<file path="src/hw/rtcss_cfg.svh">
// constants for the alarm sub-second match block
// assumes a 32-bit axi4-lite register bus and one clock domain
// Operation
// RQ1: compare width zero skips sub-second compare; fire on seconds increment.
// RQ2: width n of 1..14 compares only the n low bits.
// RQ3: width fifteen compares all fifteen value bits.
// RQ4: counter bit 15 never takes part in any comparison.
// RQ5: stored value compares with counter bits 14 down to 0.
// RQ6: width field in bits 27:24, value in bits 14:0.
// RQ7: software keeps bits 31:28 and 23:15 at zero.
// RQ8: alarm b has its own identical register at its own offset.
// RQ9: both registers clear to zero on reset.
// RQ10: flag only when sub-second match meets other field match.
`ifndef RTCSS_CFG_SVH
`define RTCSS_CFG_SVH
`define RTCSS_OFF_ALRM_A   8'h44
`define RTCSS_OFF_ALRM_B   8'h48
`define RTCSS_OFF_STATUS   8'h4C
`define RTCSS_OFF_MASK     8'h50
`define RTCSS_WID_MSB      27
`define RTCSS_WID_LSB      24
`define RTCSS_VAL_MSB      14
`define RTCSS_RST_VAL      32'h0000_0000
`define RTCSS_WID_FULL     4'hF
`endif

</file>
<file path="src/hw/rtcss_pkg.sv">
// types for the alarm sub-second match block
// assumes rtcss_cfg.svh supplies the numeric constants
package rtcss_pkg;
    typedef struct packed {
        logic [3:0]  width;
        logic [14:0] value;
    } rtcss_alarm_type;
    typedef enum logic [2:0] {
        RTCSS_RD_IDLE = 3'b001,
        RTCSS_RD_RESP = 3'b010,
        RTCSS_RD_HOLD = 3'b100
    } rtcss_rd_type;
endpackage : rtcss_pkg
</file>
<file path="src/hw/rtcss_match.sv">
// alarm a/b sub-second match with axi4-lite registers and interrupt
// assumes counter and match inputs are from logic on the same clock
//
// The AXI4-Lite register port was chosen for this implementation.
`timescale 1ns/100ps
`default_nettype none
`include "rtcss_cfg.svh"
module rtcss_match
    import rtcss_pkg::*;
(
    input  wire logic        aclk,
    input  wire logic        aresetn,
    input  wire logic [7:0]  s_axi_awaddr,
    input  wire logic        s_axi_awvalid,
    output logic             s_axi_awready,
    input  wire logic [31:0] s_axi_wdata,
    input  wire logic [3:0]  s_axi_wstrb,
    input  wire logic        s_axi_wvalid,
    output logic             s_axi_wready,
    output logic [1:0]       s_axi_bresp,
    output logic             s_axi_bvalid,
    input  wire logic        s_axi_bready,
    input  wire logic [7:0]  s_axi_araddr,
    input  wire logic        s_axi_arvalid,
    output logic             s_axi_arready,
    output logic [31:0]      s_axi_rdata,
    output logic [1:0]       s_axi_rresp,
    output logic             s_axi_rvalid,
    input  wire logic        s_axi_rready,
    input  wire logic [15:0] subsecond_counter,
    input  wire logic        seconds_inc,
    input  wire logic        fields_match_a,
    input  wire logic        fields_match_b,
    output logic             alarm_a_flag,
    output logic             alarm_b_flag,
    output logic             irq
);
    rtcss_alarm_type alarm_r [2];
    logic [1:0]  status_r;
    logic [1:0]  mask_r;
    logic        aw_have_r;
    logic        w_have_r;
    logic [7:0]  awaddr_r;
    logic [31:0] wdata_r;
    logic [3:0]  wstrb_r;
    logic        bvalid_r;
    logic [1:0]  bresp_r;
    logic        rvalid_r;
    logic [31:0] rdata_r;
    logic [1:0]  rresp_r;
    logic        flag_a_r;
    logic        flag_b_r;

    // sub-second compare per alarm, bit 15 of the counter dropped
    logic [14:0] cnt15;
    logic [1:0]  ss_hit;
    logic [1:0]  fld_hit;
    logic [1:0]  fire;
    assign cnt15   = subsecond_counter[14:0];  // RQ4 RQ5
    assign fld_hit = {fields_match_b, fields_match_a};
    for (genvar g = 0; g < 2; g++) begin : g_cmp
        logic [14:0] cmp_mask;
        // width n keeps n low bits; 15 keeps all
        assign cmp_mask = (alarm_r[g].width == `RTCSS_WID_FULL) ? 15'h7FFF :  // RQ3
                          15'((16'h0001 << alarm_r[g].width) - 16'h0001);     // RQ2
        // width zero: no compare, fire on the seconds increment
        assign ss_hit[g] = (alarm_r[g].width == 4'h0) ? seconds_inc :       // RQ1
                           (((alarm_r[g].value ^ cnt15) & cmp_mask) == 15'h0000); // RQ5
        assign fire[g] = ss_hit[g] & fld_hit[g];  // RQ10
    end

    // write path: address and data taken in either order
    logic wr_go;
    logic wr_a;
    logic wr_b;
    logic wr_m;
    logic wr_ok;
    assign s_axi_awready = ~aw_have_r & ~bvalid_r;
    assign s_axi_wready  = ~w_have_r & ~bvalid_r;
    assign wr_go = aw_have_r & w_have_r & ~bvalid_r;
    assign wr_a  = wr_go & (awaddr_r == `RTCSS_OFF_ALRM_A);  // RQ8
    assign wr_b  = wr_go & (awaddr_r == `RTCSS_OFF_ALRM_B);  // RQ8
    assign wr_m  = wr_go & (awaddr_r == `RTCSS_OFF_MASK);
    assign wr_ok = wr_a | wr_b | wr_m | (awaddr_r == `RTCSS_OFF_STATUS);
    assign s_axi_bvalid = bvalid_r;
    assign s_axi_bresp  = bresp_r;

    // capture write channels
    always_ff @(posedge aclk) begin
        if (!aresetn) begin
            aw_have_r <= 1'b0;
            w_have_r  <= 1'b0;
            awaddr_r  <= 8'h00;
            wdata_r   <= 32'h0000_0000;
            wstrb_r   <= 4'h0;
        end else begin
            if (s_axi_awvalid && s_axi_awready) begin
                aw_have_r <= 1'b1;
                awaddr_r  <= s_axi_awaddr;
            end else if (wr_go) begin
                aw_have_r <= 1'b0;
            end
            if (s_axi_wvalid && s_axi_wready) begin
                w_have_r <= 1'b1;
                wdata_r  <= s_axi_wdata;
                wstrb_r  <= s_axi_wstrb;
            end else if (wr_go) begin
                w_have_r <= 1'b0;
            end
        end
    end

    // write response, slverr for unmapped addresses
    always_ff @(posedge aclk) begin
        if (!aresetn) begin
            bvalid_r <= 1'b0;
            bresp_r  <= 2'b00;
        end else if (wr_go) begin
            bvalid_r <= 1'b1;
            bresp_r  <= wr_ok ? 2'b00 : 2'b10;
        end else if (s_axi_bready) begin
            bvalid_r <= 1'b0;
        end
    end

    // alarm registers; only the defined fields are stored
    logic [31:0] wmask;
    logic [31:0] cur_word;
    logic [31:0] new_word;
    assign wmask = {{8{wstrb_r[3]}}, {8{wstrb_r[2]}}, {8{wstrb_r[1]}}, {8{wstrb_r[0]}}};
    // stored word in its read layout, so unstrobed bytes keep their value
    assign cur_word = wr_b ? {4'h0, alarm_r[1].width, 9'h000, alarm_r[1].value}
                           : {4'h0, alarm_r[0].width, 9'h000, alarm_r[0].value};
    // strobed bytes from the bus, the rest from the register
    assign new_word = (wdata_r & wmask) | (cur_word & ~wmask);
    always_ff @(posedge aclk) begin
        if (!aresetn) begin
            alarm_r[0] <= 19'h0_0000;  // RQ9
            alarm_r[1] <= 19'h0_0000;  // RQ9
            mask_r     <= 2'b00;
        end else begin
            // reserved bits of new_word are simply not stored
            if (wr_a) begin
                alarm_r[0] <= {new_word[`RTCSS_WID_MSB:`RTCSS_WID_LSB],
                               new_word[`RTCSS_VAL_MSB:0]};  // RQ6
            end
            if (wr_b) begin
                alarm_r[1] <= {new_word[`RTCSS_WID_MSB:`RTCSS_WID_LSB],
                               new_word[`RTCSS_VAL_MSB:0]};  // RQ6 RQ8
            end
            if (wr_m && wstrb_r[0]) begin
                mask_r <= wdata_r[1:0];
            end
        end
    end

    // read path
    rtcss_rd_type rd_st;
    logic [31:0] rd_word;
    logic        rd_hit;
    logic        rd_stat;
    assign rd_stat = (s_axi_araddr == `RTCSS_OFF_STATUS);
    assign rd_hit  = (s_axi_araddr == `RTCSS_OFF_ALRM_A) | (s_axi_araddr == `RTCSS_OFF_ALRM_B)
                   | rd_stat | (s_axi_araddr == `RTCSS_OFF_MASK);
    assign rd_word = (s_axi_araddr == `RTCSS_OFF_ALRM_A) ?
                         {4'h0, alarm_r[0].width, 9'h000, alarm_r[0].value} :  // RQ6
                     (s_axi_araddr == `RTCSS_OFF_ALRM_B) ?
                         {4'h0, alarm_r[1].width, 9'h000, alarm_r[1].value} :
                     rd_stat ? {30'h0000_0000, status_r} :
                     (s_axi_araddr == `RTCSS_OFF_MASK) ? {30'h0000_0000, mask_r} :
                     `RTCSS_RST_VAL;
    assign rd_st = rvalid_r ? RTCSS_RD_RESP : RTCSS_RD_IDLE;
    assign s_axi_arready = (rd_st == RTCSS_RD_IDLE);
    assign s_axi_rvalid  = rvalid_r;
    assign s_axi_rdata   = rdata_r;
    assign s_axi_rresp   = rresp_r;
    logic rd_take;
    assign rd_take = s_axi_arvalid & s_axi_arready;

    // read data register
    always_ff @(posedge aclk) begin
        if (!aresetn) begin
            rvalid_r <= 1'b0;
            rdata_r  <= 32'h0000_0000;
            rresp_r  <= 2'b00;
        end else if (rd_take) begin
            rvalid_r <= 1'b1;
            rdata_r  <= rd_word;
            rresp_r  <= rd_hit ? 2'b00 : 2'b10;
        end else if (s_axi_rready) begin
            rvalid_r <= 1'b0;
        end
    end

    // sticky status: set on fire, cleared by a status read, set wins
    logic [1:0] status_nxt;
    assign status_nxt = ((rd_take && rd_stat) ? 2'b00 : status_r) | fire;
    always_ff @(posedge aclk) begin
        if (!aresetn) begin
            status_r <= 2'b00;
            flag_a_r <= 1'b0;
            flag_b_r <= 1'b0;
        end else begin
            status_r <= status_nxt;
            flag_a_r <= fire[0];  // RQ10
            flag_b_r <= fire[1];  // RQ10
        end
    end
    assign alarm_a_flag = flag_a_r;
    assign alarm_b_flag = flag_b_r;
    assign irq = |(status_r & mask_r);

    // checks
    flag_needs_fields_a: assert property (@(posedge aclk) disable iff (!aresetn)
        alarm_a_flag |-> $past(fields_match_a))
        else $error("alarm a flag without field match");  // RQ10
    width_zero_sec_a: assert property (@(posedge aclk) disable iff (!aresetn)
        (alarm_r[0].width == 4'h0 && fields_match_a && seconds_inc) |=> alarm_a_flag)
        else $error("width zero alarm a missed seconds increment");  // RQ1
    width_zero_nosec_a: assert property (@(posedge aclk) disable iff (!aresetn)
        (alarm_r[0].width == 4'h0 && !seconds_inc) |=> !alarm_a_flag)
        else $error("width zero alarm a fired without increment");  // RQ1
    low_bit_match_a: assert property (@(posedge aclk) disable iff (!aresetn)
        (alarm_r[0].width == 4'h1 && fields_match_a
         && cnt15[0] == alarm_r[0].value[0]) |=> alarm_a_flag)
        else $error("one-bit compare failed");  // RQ2
    full_match_b: assert property (@(posedge aclk) disable iff (!aresetn)
        (alarm_r[1].width == 4'hF && fields_match_b
         && cnt15 != alarm_r[1].value) |=> !alarm_b_flag)
        else $error("full compare fired on mismatch");  // RQ3
    top_bit_ignored_b: assert property (@(posedge aclk) disable iff (!aresetn)
        (alarm_r[1].width == 4'hF && fields_match_b
         && cnt15 == alarm_r[1].value) |=> alarm_b_flag)
        else $error("full compare missed or used bit 15");  // RQ4 RQ5
    reset_clear_regs: assert property (@(posedge aclk)
        !aresetn |=> alarm_r[0] == 19'h0_0000 && alarm_r[1] == 19'h0_0000)
        else $error("alarm registers not cleared by reset");  // RQ9
    reg_layout_a: assert property (@(posedge aclk) disable iff (!aresetn)
        (wr_a && wstrb_r == 4'hF) |=> alarm_r[0].width == $past(wdata_r[27:24])
                                     && alarm_r[0].value == $past(wdata_r[14:0]))
        else $error("alarm a field layout wrong");  // RQ6
    reg_layout_b: assert property (@(posedge aclk) disable iff (!aresetn)
        (wr_b && wstrb_r == 4'hF) |=> alarm_r[1].value == $past(wdata_r[14:0]))
        else $error("alarm b field layout wrong");  // RQ8
    sticky_set_a: assert property (@(posedge aclk) disable iff (!aresetn)
        alarm_a_flag |-> status_r[0])
        else $error("alarm a flag without status bit");  // RQ10

    // alarm b mirrors alarm a
    flag_needs_fields_b: assert property (@(posedge aclk) disable iff (!aresetn)
        alarm_b_flag |-> $past(fields_match_b))
        else $error("alarm b flag without field match");  // RQ10 RQ8
    width_zero_sec_b: assert property (@(posedge aclk) disable iff (!aresetn)
        (alarm_r[1].width == 4'h0 && fields_match_b && seconds_inc) |=> alarm_b_flag)
        else $error("width zero alarm b missed seconds increment");  // RQ1 RQ8
    width_zero_nosec_b: assert property (@(posedge aclk) disable iff (!aresetn)
        (alarm_r[1].width == 4'h0 && !seconds_inc) |=> !alarm_b_flag)
        else $error("width zero alarm b fired without increment");  // RQ1 RQ8
    low_bit_match_b: assert property (@(posedge aclk) disable iff (!aresetn)
        (alarm_r[1].width == 4'h1 && fields_match_b
         && cnt15[0] == alarm_r[1].value[0]) |=> alarm_b_flag)
        else $error("alarm b one-bit compare failed");  // RQ2 RQ8

    // full width on alarm a, top counter bit left out
    full_match_a: assert property (@(posedge aclk) disable iff (!aresetn)
        (alarm_r[0].width == 4'hF && fields_match_a
         && cnt15 != alarm_r[0].value) |=> !alarm_a_flag)
        else $error("alarm a full compare fired on mismatch");  // RQ3
    top_bit_ignored_a: assert property (@(posedge aclk) disable iff (!aresetn)
        (alarm_r[0].width == 4'hF && fields_match_a
         && cnt15 == alarm_r[0].value) |=> alarm_a_flag)
        else $error("alarm a full compare missed or used bit 15");  // RQ4 RQ5

    // fourteen-bit compare: bit 14 of the value is a don't-care
    mid_width_hit_a: assert property (@(posedge aclk) disable iff (!aresetn)
        (alarm_r[0].width == 4'hE && fields_match_a
         && cnt15[13:0] == alarm_r[0].value[13:0]) |=> alarm_a_flag)
        else $error("alarm a fourteen-bit compare missed");  // RQ2
    mid_width_miss_a: assert property (@(posedge aclk) disable iff (!aresetn)
        (alarm_r[0].width == 4'hE && fields_match_a
         && cnt15[13:0] != alarm_r[0].value[13:0]) |=> !alarm_a_flag)
        else $error("alarm a fourteen-bit compare fired on mismatch");  // RQ2

    // byte strobes and register independence
    strobe_keep_a: assert property (@(posedge aclk) disable iff (!aresetn)
        (wr_a && wstrb_r == 4'h8) |=> alarm_r[0].value == $past(alarm_r[0].value)
                                     && alarm_r[0].width == $past(wdata_r[27:24]))
        else $error("alarm a partial write touched wrong field");  // RQ6
    keep_a_on_other: assert property (@(posedge aclk) disable iff (!aresetn)
        (wr_go && !wr_a) |=> alarm_r[0] == $past(alarm_r[0]))
        else $error("alarm a changed by another write");  // RQ8
    keep_b_on_other: assert property (@(posedge aclk) disable iff (!aresetn)
        (wr_go && !wr_b) |=> alarm_r[1] == $past(alarm_r[1]))
        else $error("alarm b changed by another write");  // RQ8

    // bus responses and back-pressure
    wr_slverr_a: assert property (@(posedge aclk) disable iff (!aresetn)
        (wr_go && !wr_ok) |=> s_axi_bvalid && s_axi_bresp == 2'b10)
        else $error("unmapped write not answered with slverr");
    rd_slverr_a: assert property (@(posedge aclk) disable iff (!aresetn)
        (rd_take && !rd_hit) |=> s_axi_rvalid && s_axi_rresp == 2'b10
                                 && s_axi_rdata == 32'h0000_0000)
        else $error("unmapped read not answered with slverr and zero");
    wr_busy_a: assert property (@(posedge aclk) disable iff (!aresetn)
        s_axi_bvalid |-> !s_axi_awready && !s_axi_wready)
        else $error("write channel ready while response pending");
    rd_busy_a: assert property (@(posedge aclk) disable iff (!aresetn)
        s_axi_rvalid |-> !s_axi_arready)
        else $error("read address ready while data pending");

    // sticky status and mask
    status_clear_a: assert property (@(posedge aclk) disable iff (!aresetn)
        (rd_take && rd_stat && fire == 2'b00) |=> status_r == 2'b00)
        else $error("status read did not clear");
    sticky_hold_a: assert property (@(posedge aclk) disable iff (!aresetn)
        (!(rd_take && rd_stat) && status_r[0]) |=> status_r[0])
        else $error("alarm a status bit lost without a read");
    mask_write_a: assert property (@(posedge aclk) disable iff (!aresetn)
        (wr_m && wstrb_r[0]) |=> mask_r == $past(wdata_r[1:0]))
        else $error("mask write not stored");
    reset_clear_misc: assert property (@(posedge aclk)
        !aresetn |=> status_r == 2'b00 && mask_r == 2'b00 && !bvalid_r && !rvalid_r)
        else $error("status, mask or responses not cleared by reset");

    // main scenarios
    cov_width_zero: cover property (@(posedge aclk) disable iff (!aresetn)
        alarm_r[0].width == 4'h0 && fire[0]);
    cov_fire_a: cover property (@(posedge aclk) disable iff (!aresetn) alarm_a_flag);
    cov_fire_b: cover property (@(posedge aclk) disable iff (!aresetn) alarm_b_flag);
    cov_irq: cover property (@(posedge aclk) disable iff (!aresetn) irq);
    cov_stat_rd: cover property (@(posedge aclk) disable iff (!aresetn) rd_take && rd_stat);
endmodule : rtcss_match
`default_nettype wire

</file>
<file path="config.mk">
export PLATFORM = sky130hd
export DESIGN_NAME = rtcss_match
export DESIGN_NICKNAME = d
export VERILOG_FILES = /design/src/hw/rtcss_pkg.sv /design/src/hw/rtcss_match.sv
export VERILOG_INCLUDE_DIRS = /design/src /design/src/hw
export SDC_FILE = /design/constraint.sdc
export NUM_CORES = 1
export LEC_CHECK = 0
export BUFFER_PORTS_ARGS = -buffer_cell sky130_fd_sc_hd__buf_2
export CORE_ASPECT_RATIO = 1.75
export CORE_MARGIN = 3
export CORE_UTILIZATION = 25
export DETAILED_ROUTE_END_ITERATION = 6
export PLACE_DENSITY = 0.4
export SETUP_SLACK_MARGIN = 0.05
export SLEW_MARGIN = 20
export SYNTH_ARGS = -nofsm -noshare
export SYNTH_HDL_FRONTEND = slang
export SYNTH_SLANG_ARGS = --single-unit
</file>
<file path="constraint.sdc">
create_clock -name aclk -period 4.5 [get_ports aclk]
set_clock_uncertainty 0.05 [all_clocks]
set_input_delay 0.45 -clock aclk [delete_from_list [all_inputs] [get_ports aclk]]
set_output_delay 0.45 -clock aclk [all_outputs]
set_load 0.05 [all_outputs]
</file>
==> Word level (Yosys, flattened, before mapping) <==
Memory sizes are Yosys's and may differ from the RTL's.
Cells that the tools add are included.
{ "word_totals": {"regBits": 86, "ram_bits": 38, "input_bits": 78, "word_cells": 103, "mem_count": 1} }
{ "memory_table": {"columns": ["name", "words", "word_bits", "rd", "rd_clocked_by_memory_dff", "wr", "line_no", "rtl"], "rows": [
  ["alarm_r", 2, 19, 2, 0, 2, "rtcss_match.sv:38", "rtcss_alarm_type alarm_r [2];"]
]} }
{ "op_classes": {"n_addsub": 2, "eq_ne": 11, "n_shift": 2, "muxes": 29, "bitwise": 31, "n_reduce_logical": 13} }
{ "ops": {"columns": ["op", "n"], "rows": [
  ["$mux W28", 3],
  ["$eq A8 B7 Y1 const B", 8],
  ["$and A28 B28 Y28", 2],
  ["$mux W19", 2],
  ["$and A15 B15 Y15", 2],
  ["$logic_not A15 Y1", 2],
  ["$mux W15", 2],
  ["$shl A1 B4 Y15 const A", 2],
  ["$sub A15 B1 Y15 const B", 2],
  ["$xor A15 B15 Y15", 2],
  ["$not A28 Y28", 1],
  ["$or A28 B28 Y28", 1],
  ["$mux W1", 16],
  ["$mux W2", 6],
  ["$and A1 B1 Y1", 10],
  ["$eq A4 B4 Y1 const B", 2],
  ["$logic_not A4 Y1", 2],
  ["$or A1 B1 Y1", 8],
  ["$reduce_bool A2 Y1", 4],
  ["$logic_and A1 B1 Y1", 4],
  ["$not A1 Y1", 3],
  ["$and A2 B2 Y2", 1],
  ["$eq A2 B1 Y1 const B", 1],
  ["$or A2 B2 Y2", 1],
  ["$reduce_or A2 Y1", 1]
]} }

==> Depth between registers and ports, before layout <==
An unclocked memory read counts as a cell.
{ "depth": {"depth_word": 9, "ltp_mapped": 12, "depth_no_buf": 9} }

==> Worst setup path before layout <==
OpenSTA, ideal clock, no wires.
{ "synth_path": {"kind": "reg-to-reg", "startpoint": "mem alarm_r[0][17] (netlist name)", "endpoint": "reg status_r[0]", "arrival_ns": 2.408, "required_time_ns": 4.328, "setup_slack_ns": 1.920, "path_stages_with_launch": 10, "path_buffers": 2, "synth_period_minus_slack_ns": 2.580, "cell_sequence": "edfxtp_1 > clkbuf_1 > clkbuf_1 > or4_1 > ha_1 > or4_1 > and3_1 > o211a_1 > nand4_1 > nand3_1"} }
{ "synth_lines": {"columns": ["element", "line_no", "rtl"], "rows": [
  ["from (decl)", "rtcss_match.sv:38", null],
  ["to (signal assigned)", "rtcss_match.sv:204", "status_r <= status_nxt;"],
  ["to (decl)", "rtcss_match.sv:39", "logic [1:0] status_r;"]
]} }

==> metrics.md <==
| Metric | Value |
|---|---|
| Most common flop cell mapped by yosys | `dfxtp_1` |
| Max_slew headroom | `between 30% and 40%` |
| Outcome | `complete, no violations` |
| Fillcell total | `between 2,000 and 2,500` |
| Setup TNS | `0 ps` |
| Cts bufs inserted | `9` |
| Share of cells above drive strength 1 | `around 18%` |
| Die Wd | `approximately 120 um` |
| HP Class | `in2reg` |
| CTS tree | `done` |
| Fin crit period | `roughly 3200 ps` |
| Vias in the first global route | `4,382` |
| Pre-CTS setup slack | `between 1000 and 1500 ps` |
| I/O Buffers | `about 90` |
| Synth Area in XOR/XNOR | `5.61%` |
| ANT nets after route | `0` |
| Area grow syn2layout | `16.5%` |
| Pin count of the biggest net entering global routing | `42` |
| Multi-input gate area | `around 2600 um^2` |
| Inserted Diodes | `0` |
| Cell Area, Synth | `5310 um^2` |
| Full die area | `23,100 um^2` |
| CP required | `4740 ps` |
| Clk buf depth | `2` |
| Initial antenna violation count | `0` |
| RSZ-0062 raised after global routing | `false` |
| WL final | `15,700 um` |
| Router iterations before antenna repair | `4` |
| Seq pwr share | `between 40% and 50%` |
| Mux contribution to synthesized area | `4.15%` |
| Clock sink count | `99` |
| Critical Path Fanout Max | `20` |
| Initial DRC Count | `between 150 and 200` |
| Final WS setup | `about 1300 ps` |
| Largest family of logic cells by synthesized area | `simple AND/OR/NAND/NOR gates` |
| Int Power | `0.00159 W` |
| Crit start category | `flip-flop` |
| HP Start | `s_axi_wdata[5]` |
| Leak | `2.36 nW` |
| Post-cts resize count | `0` |
| Synth Register Bits | `99` |
| Max-slew violations | `0` |
| Crit end category | `flip-flop` |
| Synth Area in Compound Gates | `between 10% and 20%` |
| Gate power share | `~16%` |
| Tot GR Track Use | `13.7%` |
| RePlAce Congestion | `0.812` |
| Pwr/cell area | `359 nW/um^2` |
| Sw frac | `28.4%` |
| Met3 usage | `between 2 and 3%` |
| Worst hold stages | `3` |
| Post-Syn Instances | `about 590` |
| Grt ovf | `0` |
| Final setup viols | `0` |
| Hold Path End | `wdata_r[5]` |
| R2R setup slack | `1340 ps` |
| Ports | `122` |
| Max Freq | `around 0.32 GHz` |
| Netlist cell types | `51` |
| Via count | `4,382` |
| Sequential fraction of the synthesis area | `44.5%` |
| Cells after DPL | `approximately 890` |
| Worst R2R Path Depth | `9` |
| Period utilization | `70.2%` |
| Measured slew at the worst slew-check pin | `roughly 1000 ps` |
| CTS Hold Bufs | `0` |
| GR Util met2 | `24.4%` |
| Net switching power | `0.000631 W` |
| Synth Area per Inst | `9.07 um^2` |
| Register area | `2360 um^2` |
| VDD IR max | `about 0.18 mV` |
| Clock Tree Root | `clkbuf_16` |
| WP data arrival | `between 3000 and 4000 ps` |
| Number of flops mapped to enable cells by yosys | `38` |
| Starting density of the core | `between 20% and 30%` |
| GRT busiest layer | `met2` |
| # rows | `69` |
| Reg2reg end | `status_r[1]` |
| Fin cells | `904` |
| Worst-path clk slew | `70 ps` |
| WS Path Type | `reg2reg` |
| R2r startpoint | `alarm_r[0][36]` |
| Global-route wire length before repair | `24,100 um` |
| H-tree depth | `3` |
| Clock power share | `38.5%` |
| Max-cap viol count | `0` |
| Ys async rst share | `0%` |
| Core ar. | `between 20,000 and 25,000 um^2` |
| Dpl hpwl | `11,900 um` |
| Synth Area in Simple Gates | `19.6%` |
| DR DRC count | `0` |
| Total Nets Final | `731` |
| WL/cell | `roughly 17 um` |
| Fin. Hold Viols | `0` |
| Clock Latency Late Sink | `approximately 350 ps` |
| Die Ht | `about 200 um` |
| Syn. warnings | `0` |
| Drt via density | `around 4.8` |
| Adder-cell share of the synthesized area | `0.472%` |
| Setup bufs post-CTS | `0` |
| Routing usage on met1 | `15.4%` |
## sequential cells by signal (all words and copies together) (netlist names)
name          flops
alarm_a_flag      1
alarm_b_flag      1
alarm_r          38
aw_have_r         1
awaddr_r          8
mask_r            2
s_axi_bresp       1
s_axi_bvalid      1
s_axi_rdata      19
s_axi_rresp       1
s_axi_rvalid      1
status_r          2
w_have_r          1
wdata_r          19
wstrb_r           3
## worst max-delay path, stage by stage, from the launching register on
cell	delay, ps
edfxtp_1	660
nor2_1	430
nand3_1	150
ha_1	400
o21ai_0	180
o21a_1	160
o32ai_1	80
a2111oi_0	640
nand4b_1	230
nand3_1	120
## final cells by class
cell class	instances	area share (%)
multi-input cells	427	42.4
flip-flops and latches	99	38.2
repair buffers	96	7.97
well taps	248	5.02
clock buffers	11	3.93
clock inverters	5	1.38
inverters	18	1.09
## worst max-delay path by stage
| stage | slack (ps) | end | startpoint |
|---|---|---|---|
| after floorplan | 1920 | status_r[0] | alarm_r[0][17] |
| after global placement | 1430 | status_r[0] | alarm_r[0][17] |
| after detailed placement | 1400 | status_r[0] | alarm_r[0][17] |
| after CTS | 1370 | status_r[0] | alarm_r[0][17] |
| after global routing | 1080 | status_r[1] | alarm_r[0][36] |
| final | 1340 | status_r[1] | alarm_r[0][36] |
## cell usage in the layout, fill, tap and decap left out, drive strengths merged, types with 5 or more instances in the layout
master	netlist	final
buf	24	96
nand2	81	81
dfxtp	61	61
nor2	56	56
edfxtp	38	38
a21boi	33	33
o21ai	24	24
a21oi	23	23
mux2i	22	22
a211oi	21	21
xnor2	20	20
a221oi	19	19
nor3b	19	19
inv	17	18
conb	1	15
xor2	14	14
clkbuf	31	11
nand3	10	10
nor3	7	7
nand4	6	6
nor4	6	6
and2	6	6
and3	5	5
## through the flow
stage          util, %  hold slack (ps)  power [W]  area [um^2]
2_1_floorplan        -              393    0.00129         5360
3_3_place_gp      28.5              404    0.00139         5860
3_5_place_dp      28.5              408    0.00139         5860
4_1_cts           30.1              276    0.00226         6180
5_1_grt           30.1              281    0.00233         6180
6_report          30.1              293    0.00222         6180
## synthesized netlist by cell type (4+ instances only)
| library cell | n | share of area, % |
|---|---|---|
| a21oi_1 | 23 | 2.2 |
| nor3b_1 | 19 | 2.7 |
| a21boi_0 | 33 | 4.7 |
| o21ai_0 | 24 | 2.3 |
| buf_4 | 16 | 2.3 |
| nor2b_1 | 4 | 0.47 |
| buf_2 | 6 | 0.57 |
| nor3_1 | 5 | 0.47 |
| edfxtp_1 | 38 | 22 |
| clkbuf_1 | 31 | 2.2 |
| and3_1 | 5 | 0.59 |
| xnor2_1 | 20 | 3.3 |
| nand2_1 | 81 | 5.7 |
| nand4_1 | 6 | 0.71 |
| a221oi_1 | 19 | 3.1 |
| o22ai_1 | 4 | 0.47 |
| nor2_1 | 56 | 4.0 |
| a211oi_1 | 21 | 3.0 |
| xor2_1 | 14 | 2.3 |
| nor4_1 | 5 | 0.59 |
| a31oi_1 | 4 | 0.47 |
| dfxtp_1 | 61 | 23 |
| mux2i_1 | 22 | 4.1 |
| inv_1 | 17 | 1.2 |
| and2_1 | 5 | 0.59 |
| nand3_1 | 10 | 0.94 |
## per-layer routing
layer  vias up  wire length, um
met5         -                0
met4         0              627
met3        23              547
met2       117             8190
met1      2055             6330
li1       2187                -
## power groups by stage
stage / clock, W / sequential (W) / combinational, W
detailed placement: 0 / 0.00104 / 0.000354
global route: 0.000919 / 0.00103 / 0.000383
finish: 0.000855 / 0.00102 / 0.000348
floorplan: 0 / 0.00107 / 0.000216
global placement: 0 / 0.00104 / 0.000353
CTS: 0.000887 / 0.00102 / 0.000355
## logic make-up after synthesis
logic type	count (synthesis)
compound gates	142
xor+xnor	34
fa+ha+maj	2
buf+inv	73
flops	99
mux	22
other cells	1
simple gates	212
No activity file was read; power rests on OpenSTA's default activity.
